<file path="src/shared/silk_pkg.sv">
// Purpose: constants for the status and interrupt block
// Assumes: 32-bit AHB-Lite register window, word aligned
// Notes: offsets are byte addresses
package silk_pkg;
	localparam logic [7:0] SILK_OFS_STATUS = 8'h00;
	localparam logic [7:0] SILK_OFS_STICKY = 8'h04;
	localparam logic [7:0] SILK_OFS_IRQEN = 8'h08;
	localparam logic [7:0] SILK_OFS_CTRL = 8'h0C;
	localparam logic [7:0] SILK_OFS_DELAY = 8'h10;
	localparam logic [7:0] SILK_OFS_OUTEN = 8'h14;
	localparam int SILK_NCOND = 8;
	// Condition bit positions
	localparam int SILK_POS_IN0 = 0;
	localparam int SILK_POS_VLOCK = 4;
	localparam int SILK_POS_FLOCK = 5;
	localparam int SILK_POS_NHOLD = 6;
	localparam int SILK_POS_REF = 7;
	localparam int SILK_POS_VCOCAL = 8;
	localparam int SILK_POS_SEL = 9;
	// Control bit positions
	localparam int SILK_POS_VCXO_PLL_BYPASS = 0;
	localparam int SILK_POS_SYNTH_PLL_BYPASS = 1;
	localparam int SILK_POS_SRG = 2;
	localparam int SILK_POS_MODE = 3;
	localparam int SILK_POS_FVCV = 5;
	// Delay field positions
	localparam int SILK_POS_DCLK = 0;
	localparam int SILK_POS_DREF = 8;
	localparam int SILK_POS_DFINE = 11;
	localparam int SILK_POS_DGLB = 16;
	// Reset values
	localparam logic [7:0] SILK_RST_IRQEN = 8'h00;
	localparam logic [31:0] SILK_RST_CTRL = 32'h0000_0020;
	localparam logic [31:0] SILK_RST_DELAY = 32'h0000_0000;
	localparam logic [31:0] SILK_RST_OUTEN = 32'h0000_0000;
	// Recommended alignment settings for software
	localparam logic [7:0] SILK_REC_DCLK = 8'h00;
	localparam logic [2:0] SILK_REC_DREF = 3'h1;
	localparam logic [2:0] SILK_REC_DFINE = 3'h1;
	localparam logic [7:0] SILK_REC_DGLB = 8'h29;
	localparam logic [7:0] SILK_VTUNE_MID = 8'h80;
	typedef enum logic [1:0] {
		SILK_MODE_MANUAL,
		SILK_MODE_SHORT_HOLD,
		SILK_MODE_AUTO_HOLD,
		SILK_MODE_AUTO
	} silk_mode_e;
endpackage

</file>
<file path="src/hw/silk_status_irq.sv">
// Purpose: status, sticky fault bits, interrupt and lock-detect logic
// Assumes: condition inputs are asynchronous, one 20 MHz clock
// Notes: registers reached over AHB-Lite
//
// Notes on behaviour
// - momentary bits read live, no history
// - sticky bit sets on event, write-one clears
// - still-present fault sets sticky bit again
// - per-condition enable masks interrupt
// - interrupt holds while any enabled sticky set
// - eight sticky conditions; calibration, selection momentary
// - two-bit code gives selected input
// - reference-valid depends on switching mode
// - lock-detect high only when both locked
// - vcxo bypass excludes vcxo lock
// - deterministic delay flag for VCXO PLL in use with synth PLL bypassed
// - reset loads defaults, tune voltage mid
// - outputs disabled after startup
// - delays ignore sysref trigger source
// - coarse one or more with clock delay zero puts sysref ahead, fine ignored
// - recommended settings align coincident edges
//
// The placing of the registers and register access over AHB-Lite are this design's own decisions.
`timescale 1ns/1ns
module silk_status_irq
	import silk_pkg::*;
#(
	parameter int NIN = 4
) (
	input wire logic clk,
	input wire logic rst_n,
	input wire logic hsel,
	input wire logic [31:0] haddr,
	input wire logic [1:0] htrans,
	input wire logic hwrite,
	input wire logic [2:0] hsize,
	input wire logic [31:0] hwdata,
	input wire logic hready,
	output logic [31:0] hrdata,
	output logic hreadyout,
	output logic hresp,
	input wire logic [NIN-1:0] input_active_pin,
	input wire logic vcxo_pll_locked_pin,
	input wire logic synth_pll_locked_pin,
	input wire logic holdover_pin,
	input wire logic vco_cal_busy_pin,
	input wire logic [1:0] selected_input_pin,
	output logic irq_out_n,
	output logic lock_detect,
	output logic deterministic_delay,
	output logic sysref_leads_clock,
	output logic [7:0] vcxo_tune_voltage_pin,
	output logic [7:0] clock_output_en,
	output logic [7:0] sysref_output_en,
	output logic [7:0] clock_delay,
	output logic [2:0] sysref_coarse_delay,
	output logic [2:0] sysref_fine_delay,
	output logic [7:0] sysref_global_delay
);

	////////////////////////////////////////////////////////////////
	// Input synchronisers
	localparam int NRAW = NIN + 6;
	logic [NRAW-1:0] raw;
	logic [NRAW-1:0] sync1_reg;
	logic [NRAW-1:0] sync2_reg;
	assign raw = {selected_input_pin, vco_cal_busy_pin, holdover_pin,
		synth_pll_locked_pin, vcxo_pll_locked_pin, input_active_pin};

	always_ff @(posedge clk or negedge rst_n) begin
		if (!rst_n) begin
			sync1_reg <= '0;
			sync2_reg <= '0;
		end else begin
			sync1_reg <= raw;
			sync2_reg <= sync1_reg;
		end
	end

	logic [NIN-1:0] input_active_now;
	logic vcxo_pll_locked_now;
	logic synth_pll_locked_now;
	logic not_holdover_now;
	logic vco_cal_state;
	logic [1:0] selected_input_code;
	logic reference_valid_now;
	assign input_active_now = sync2_reg[NIN-1:0];
	assign vcxo_pll_locked_now = sync2_reg[NIN];
	assign synth_pll_locked_now = sync2_reg[NIN+1];
	assign not_holdover_now = ~sync2_reg[NIN+2];
	assign vco_cal_state = sync2_reg[NIN+3];
	assign selected_input_code = sync2_reg[NIN+5:NIN+4];

	////////////////////////////////////////////////////////////////
	// Registers
	logic [7:0] irq_en_reg;
	logic [31:0] ctrl_reg;
	logic [31:0] delay_reg;
	logic [31:0] outen_reg;
	logic [SILK_NCOND-1:0] sticky_reg;
	silk_mode_e mode;
	assign mode = silk_mode_e'(ctrl_reg[SILK_POS_MODE +: 2]);

	always_comb begin
		case (mode)
			SILK_MODE_MANUAL, SILK_MODE_SHORT_HOLD: begin
				reference_valid_now = input_active_now[selected_input_code];
			end
			SILK_MODE_AUTO_HOLD: begin
				reference_valid_now = (|input_active_now) &&
					(input_active_now[selected_input_code] || not_holdover_now);
			end
			default: begin
				reference_valid_now = |input_active_now;
			end
		endcase
	end

	////////////////////////////////////////////////////////////////
	// AHB-Lite slave, zero wait states
	logic wr_pend_reg;
	logic [7:0] addr_reg;
	logic take;
	assign take = hsel && htrans[1] && hready;

	always_ff @(posedge clk or negedge rst_n) begin
		if (!rst_n) begin
			wr_pend_reg <= 1'b0;
			addr_reg <= 8'h00;
		end else begin
			wr_pend_reg <= take && hwrite;
			if (take) begin
				addr_reg <= haddr[7:0];
			end
		end
	end

	logic wr_sticky;
	logic wr_irqen;
	logic wr_ctrl;
	logic wr_delay;
	logic wr_outen;
	always_comb begin
		wr_sticky = 1'b0;
		wr_irqen = 1'b0;
		wr_ctrl = 1'b0;
		wr_delay = 1'b0;
		wr_outen = 1'b0;
		if (!wr_pend_reg) begin
			wr_sticky = 1'b0;
		end else if (addr_reg == SILK_OFS_STICKY) begin
			wr_sticky = 1'b1;
		end else if (addr_reg == SILK_OFS_IRQEN) begin
			wr_irqen = 1'b1;
		end else if (addr_reg == SILK_OFS_CTRL) begin
			wr_ctrl = 1'b1;
		end else if (addr_reg == SILK_OFS_DELAY) begin
			wr_delay = 1'b1;
		end else if (addr_reg == SILK_OFS_OUTEN) begin
			wr_outen = 1'b1;
		end
	end

	always_ff @(posedge clk or negedge rst_n) begin
		if (!rst_n) begin
			irq_en_reg <= SILK_RST_IRQEN;
			ctrl_reg <= SILK_RST_CTRL;
			delay_reg <= SILK_RST_DELAY;
		end else begin
			if (wr_irqen) begin
				irq_en_reg <= hwdata[7:0];
			end
			if (wr_ctrl) begin
				ctrl_reg <= {26'h0, hwdata[5:0]};
			end
			if (wr_delay) begin
				delay_reg <= {8'h00, hwdata[23:16], 2'h0, hwdata[13:0]};
			end
		end
	end

	always_ff @(posedge clk or negedge rst_n) begin
		if (!rst_n) begin
			outen_reg <= SILK_RST_OUTEN;
		end else if (wr_outen) begin
			outen_reg <= {16'h0000, hwdata[15:0]};
		end
	end

	////////////////////////////////////////////////////////////////
	// Sticky condition bits
	logic [SILK_NCOND-1:0] cond_now;
	logic [SILK_NCOND-1:0] cond_prev_reg;
	logic [SILK_NCOND-1:0] cond_event;
	logic [SILK_NCOND-1:0] clr_mask;
	assign cond_now = {reference_valid_now, not_holdover_now, synth_pll_locked_now,
		vcxo_pll_locked_now, input_active_now};
	assign clr_mask = wr_sticky ? hwdata[SILK_NCOND-1:0] : '0;

	always_ff @(posedge clk or negedge rst_n) begin
		if (!rst_n) begin
			cond_prev_reg <= '1;
		end else begin
			cond_prev_reg <= cond_now;
		end
	end

	genvar gi;
	generate
		for (gi = 0; gi < SILK_NCOND; gi++) begin : g_sticky
			assign cond_event[gi] = ~cond_now[gi] | (cond_prev_reg[gi] ^ cond_now[gi]);
			always_ff @(posedge clk or negedge rst_n) begin
				if (!rst_n) begin
					sticky_reg[gi] <= 1'b0;
				end else if (cond_event[gi]) begin
					sticky_reg[gi] <= 1'b1;
				end else if (clr_mask[gi]) begin
					sticky_reg[gi] <= 1'b0;
				end
			end
		end
	endgenerate

	////////////////////////////////////////////////////////////////
	// Interrupt and lock outputs
	// enable mask
	always_ff @(posedge clk or negedge rst_n) begin
		if (!rst_n) begin
			irq_out_n <= 1'b1;
		end else begin
			irq_out_n <= ~|(sticky_reg & irq_en_reg);
		end
	end

	always_ff @(posedge clk or negedge rst_n) begin
		if (!rst_n) begin
			lock_detect <= 1'b0;
		end else begin
			lock_detect <= synth_pll_locked_now &&
				(vcxo_pll_locked_now || ctrl_reg[SILK_POS_VCXO_PLL_BYPASS]);
		end
	end

	always_ff @(posedge clk or negedge rst_n) begin
		if (!rst_n) begin
			deterministic_delay <= 1'b0;
		end else begin
			deterministic_delay <= !ctrl_reg[SILK_POS_VCXO_PLL_BYPASS] && ctrl_reg[SILK_POS_SYNTH_PLL_BYPASS];
		end
	end

	always_ff @(posedge clk or negedge rst_n) begin
		if (!rst_n) begin
			vcxo_tune_voltage_pin <= SILK_VTUNE_MID;
		end else if (ctrl_reg[SILK_POS_FVCV]) begin
			vcxo_tune_voltage_pin <= SILK_VTUNE_MID;
		end else begin
			vcxo_tune_voltage_pin <= 8'h00;
		end
	end

	////////////////////////////////////////////////////////////////
	// Delay and enable outputs
	// delays ignore trigger source
	assign clock_delay = delay_reg[SILK_POS_DCLK +: 8];
	assign sysref_coarse_delay = delay_reg[SILK_POS_DREF +: 3];
	assign sysref_fine_delay = delay_reg[SILK_POS_DFINE +: 3];
	assign sysref_global_delay = delay_reg[SILK_POS_DGLB +: 8];
	assign clock_output_en = outen_reg[7:0];
	assign sysref_output_en = outen_reg[15:8];
	always_ff @(posedge clk or negedge rst_n) begin
		if (!rst_n) begin
			sysref_leads_clock <= 1'b0;
		end else begin
			sysref_leads_clock <= (sysref_coarse_delay >= SILK_REC_DREF) &&
				(clock_delay == SILK_REC_DCLK);
		end
	end

	////////////////////////////////////////////////////////////////
	// Read data
	logic [31:0] rd_next;
	always_comb begin
		rd_next = 32'h0000_0000;
		if (!take || hwrite) begin
			rd_next = 32'h0000_0000;
		end else if (haddr[7:0] == SILK_OFS_STATUS) begin
			rd_next[SILK_NCOND-1:0] = cond_now;
			rd_next[SILK_POS_VCOCAL] = vco_cal_state;
			rd_next[SILK_POS_SEL +: 2] = selected_input_code;
		end else if (haddr[7:0] == SILK_OFS_STICKY) begin
			rd_next[SILK_NCOND-1:0] = sticky_reg;
		end else if (haddr[7:0] == SILK_OFS_IRQEN) begin
			rd_next[7:0] = irq_en_reg;
		end else if (haddr[7:0] == SILK_OFS_CTRL) begin
			rd_next = ctrl_reg;
		end else if (haddr[7:0] == SILK_OFS_DELAY) begin
			rd_next = delay_reg;
		end else if (haddr[7:0] == SILK_OFS_OUTEN) begin
			rd_next = outen_reg;
		end
	end

	always_ff @(posedge clk or negedge rst_n) begin
		if (!rst_n) begin
			hrdata <= 32'h0000_0000;
		end else begin
			hrdata <= rd_next;
		end
	end

	assign hreadyout = 1'b1;
	assign hresp = 1'b0;

endmodule

</file>
<file path="config.mk">
export PLATFORM = sky130hd
export DESIGN_NAME = silk_status_irq
export DESIGN_NICKNAME = d
export VERILOG_FILES = /design/src/shared/silk_pkg.sv /design/src/hw/silk_status_irq.sv
export SDC_FILE = /design/constraint.sdc
export NUM_CORES = 1
export LEC_CHECK = 0
export ABC_AREA = 1
export CAP_MARGIN = 30
export CORE_AREA = 2 2 85 119
export DETAILED_ROUTE_END_ITERATION = 10
export DIE_AREA = 0 0 87 121
export DONT_BUFFER_PORTS = 1
export PLACE_DENSITY = 0.74
export SLEW_MARGIN = 15
export SYNTH_ARGS = -nofsm -noshare
export SYNTH_HDL_FRONTEND = slang
export SYNTH_SLANG_ARGS = --single-unit
</file>
<file path="constraint.sdc">
create_clock -name clk -period 1.3 [get_ports clk]
set_input_delay 0.13 -clock clk [delete_from_list [all_inputs] [get_ports clk]]
set_output_delay 0.13 -clock clk [all_outputs]
set_load 0.01 [all_outputs]
</file>
==> results.cfg <==
[status]
status = finished, violations left
violations = hold timing, setup timing

[global_route]
grt_start_max_net_pins = 127
grt_use_met1_pct = 28.17
grtUsageTotal_pct = 25.41
overflow = 0
grt_pass1_vias = 4116
use_met2_pct = 43.23
grtUsageMet3_pct = 8.367
antenna_found_initial = 0
grt.busiest_layer = met2
grt_pass1_wl_mm = 20.18

[pwr]
p_leak_nw = 3.358
ir_drop_v = 0.0009586
power_density_nw_per_um2 = 1469

[routing]
drtPass1Iterations = 8
wl_per_cell_um = 16.77
via_count = 4203
drc = 0
ant_nets = 0
wl_mm = 12.95
routed_via_density = 5.444
drt_iter0_drc = 347

[job]
drv_cap = 0

[worst_setup_path]
r2r_end = irq_en_reg[2]
path_delay_family = simple AND/OR/NAND/NOR gates
worstPathCellList = nor2_2 > nand2_2 > nor3_4 > nand3_2 > buf_12 > nand2_1 > o21ai_0
r2r_cells = 7
worstSetupEndpointType = flop
cp-start-kind = flop
critPathRequiredTime_ns = 1.58
crit_path_max_incr_delay_ns = 0.39
worstSetupPathDepth = 7
cp.arrival_ns = 1.73
critPathMaxFanout = 16
reg2reg_slack_ns = -0.15
cp.buffers_inverters = 1
crit_slowest_cell = dfrtp_1
reg2reg_from = addr_reg[5]
path_class = flop to flop

[yosys]
ys_warn_count = 0
ys_seq_area_share_pct = 60.05
synth-main-ff-cell = dfrtp_1
synth_cell_types = 33
synthArstFlopShare_pct = 100.0
syn_area_per_cell_um2 = 9.367
syn_inst = 563
synth_enable_flop_cells = 0
netlist_area_um2 = 5274
ys_ff_latch = 126

[placement]
pre_cts_ws_ns = -0.2228
dpl-instance-area_um2 = 5657
post-place-cells = 696
hpwl_mm = 8.511
globalplace.congestion = 0.8057
port_buffers = 0

[die]
die_width_um = 87
dieArea_um2 = 10530
initial_utilization_pct = 56.07
die_h_um = 121
io_pins = 168
coreArea_um2 = 9407
rows = 42

[timing]
max_freq_ghz = 0.6890
finalCriticalPeriod_ns = 1.451
period_share_pct = 111.6
rsz0062_at_grt = true
setup_tns_ns = -5.673
setup_viol = 60
drv_slew = 0
hold_viol = 126
setup_ws_ns = -0.1513
fin_hold_ws_ns = -0.5843
fin_skew_ns = 0.01234

[cts]
clockBufferDepth = 2
clock_latency_ns = 0.42
htreeDepth = 4
cts_tree = yes
ctsHoldBuffers = 41
cts_root_buf = clkbuf_16
cts_buffers = 17
clk_pin_slew_ns = 0.05
cts_sinks = 126

[final_layout]
layout.cells.non_filler = 772
layout.nets = 734
diodes = 0
finalInstanceArea_um2 = 6820
syn2layout_area_growth_pct = 29.32
largest_reg_flops = 24
drive_gt1_share_pct = 23.72

[hold_path]
min_path_type = input pin to asynchronous set/reset pin
[stage by stage]
stage | util (%) | power [mW]
5_1_grt | 72.51 | 10.41
3_5_place_dp | 60.14 | 5.288
2_1_floorplan | - | 5.029
6_report | 72.51 | 10.02
4_1_cts | 71.28 | 10.01
3_3_place_gp | 60.14 | 5.234
[layout by cell type (no fill, tap or decap), drive strengths merged, types with 2 or more instances in the layout]
cell type and n:
a21oi 10, buf 45, bufinv 2, clkbuf 21, clkinv 4, clkinvlp 4, conb 17, dfrtp 115
dfstp 11, dlygate4sd3 41, inv 61, nand2 132, nand3 68, nor2 46, nor3 3, nor4 3
o21ai 70, o22ai 2
[power breakdown]
group	internal (mW)	switching, mW	total (mW)
combinational	0.401	0.471	0.872
clock	2.95	1.63	4.58
sequential	4.23	0.336	4.57
total	7.58	2.44	10.0
[cells by family (layout without fill, tap and decap cells)]
family,count (synthesis),in the layout,share of synthesized area (%)
AO/OA/AOI/OAI,86,86,9.443
buffers and inverters,94,178,8.636
other,2,17,0.1424
flip-flops,126,126,60.05
AND/OR/NAND/NOR,255,255,21.73
[final cells by class]
type / instances / area, um2
inverters: 61 / 229.0
well taps: 110 / 137.6
repair buffers: 86 / 863.3
clock inverters: 10 / 113.9
multi-input cells: 358 / 1838
fillers: 651 / 2586
clock buffers: 21 / 470.5
flip-flops and latches: 126 / 3168
[cell usage after synthesis (2+ instances only)]
library cell	number	area share (%)
nand2_1	119	8.5
dfrtp_1	115	55
nand3_1	67	6.4
inv_1	59	4.2
o21ai_0	53	5.0
nor2_1	41	2.9
buf_4	18	2.6
o21ai_2	14	2.3
nand2_2	12	1.4
dfstp_2	11	5.5
a21oi_1	10	0.95
buf_2	10	0.95
buf_6	3	0.64
nor2_2	3	0.36
nor4_1	3	0.36
o21ai_1	3	0.28
clkbuf_1	2	0.14
conb_1	2	0.14
inv_2	2	0.14
nor2_4	2	0.43
o22ai_1	2	0.24
[worst max-delay path by stage]
stage / startpoint / endpoint
floorplan: addr_reg[1] / delay_reg[7]
global placement: addr_reg[1] / outen_reg[0]
detailed placement: addr_reg[1] / sticky_reg[4]
CTS: addr_reg[1] / sticky_reg[5]
global route: addr_reg[1] / sticky_reg[3]
finish: addr_reg[5] / irq_en_reg[2]
[per-layer routing]
layer | vias to the layer above | wire, um
li1 | 1954 | -
met1 | 2028 | 4688
met2 | 189 | 6922
met3 | 32 | 928
met4 | 0 | 409
met5 | - | 0
[what timing repair did]
item                                   4_1_cts  5_1_grt
cloned                                       0        1
setup endpoints to repair                   60       60
pin swaps                                    0        3
setup buffers                                2        2
endpoints found under the hold margin      179      126
gates resized for setup                     22       46
(Power assumes the default switching activity.)
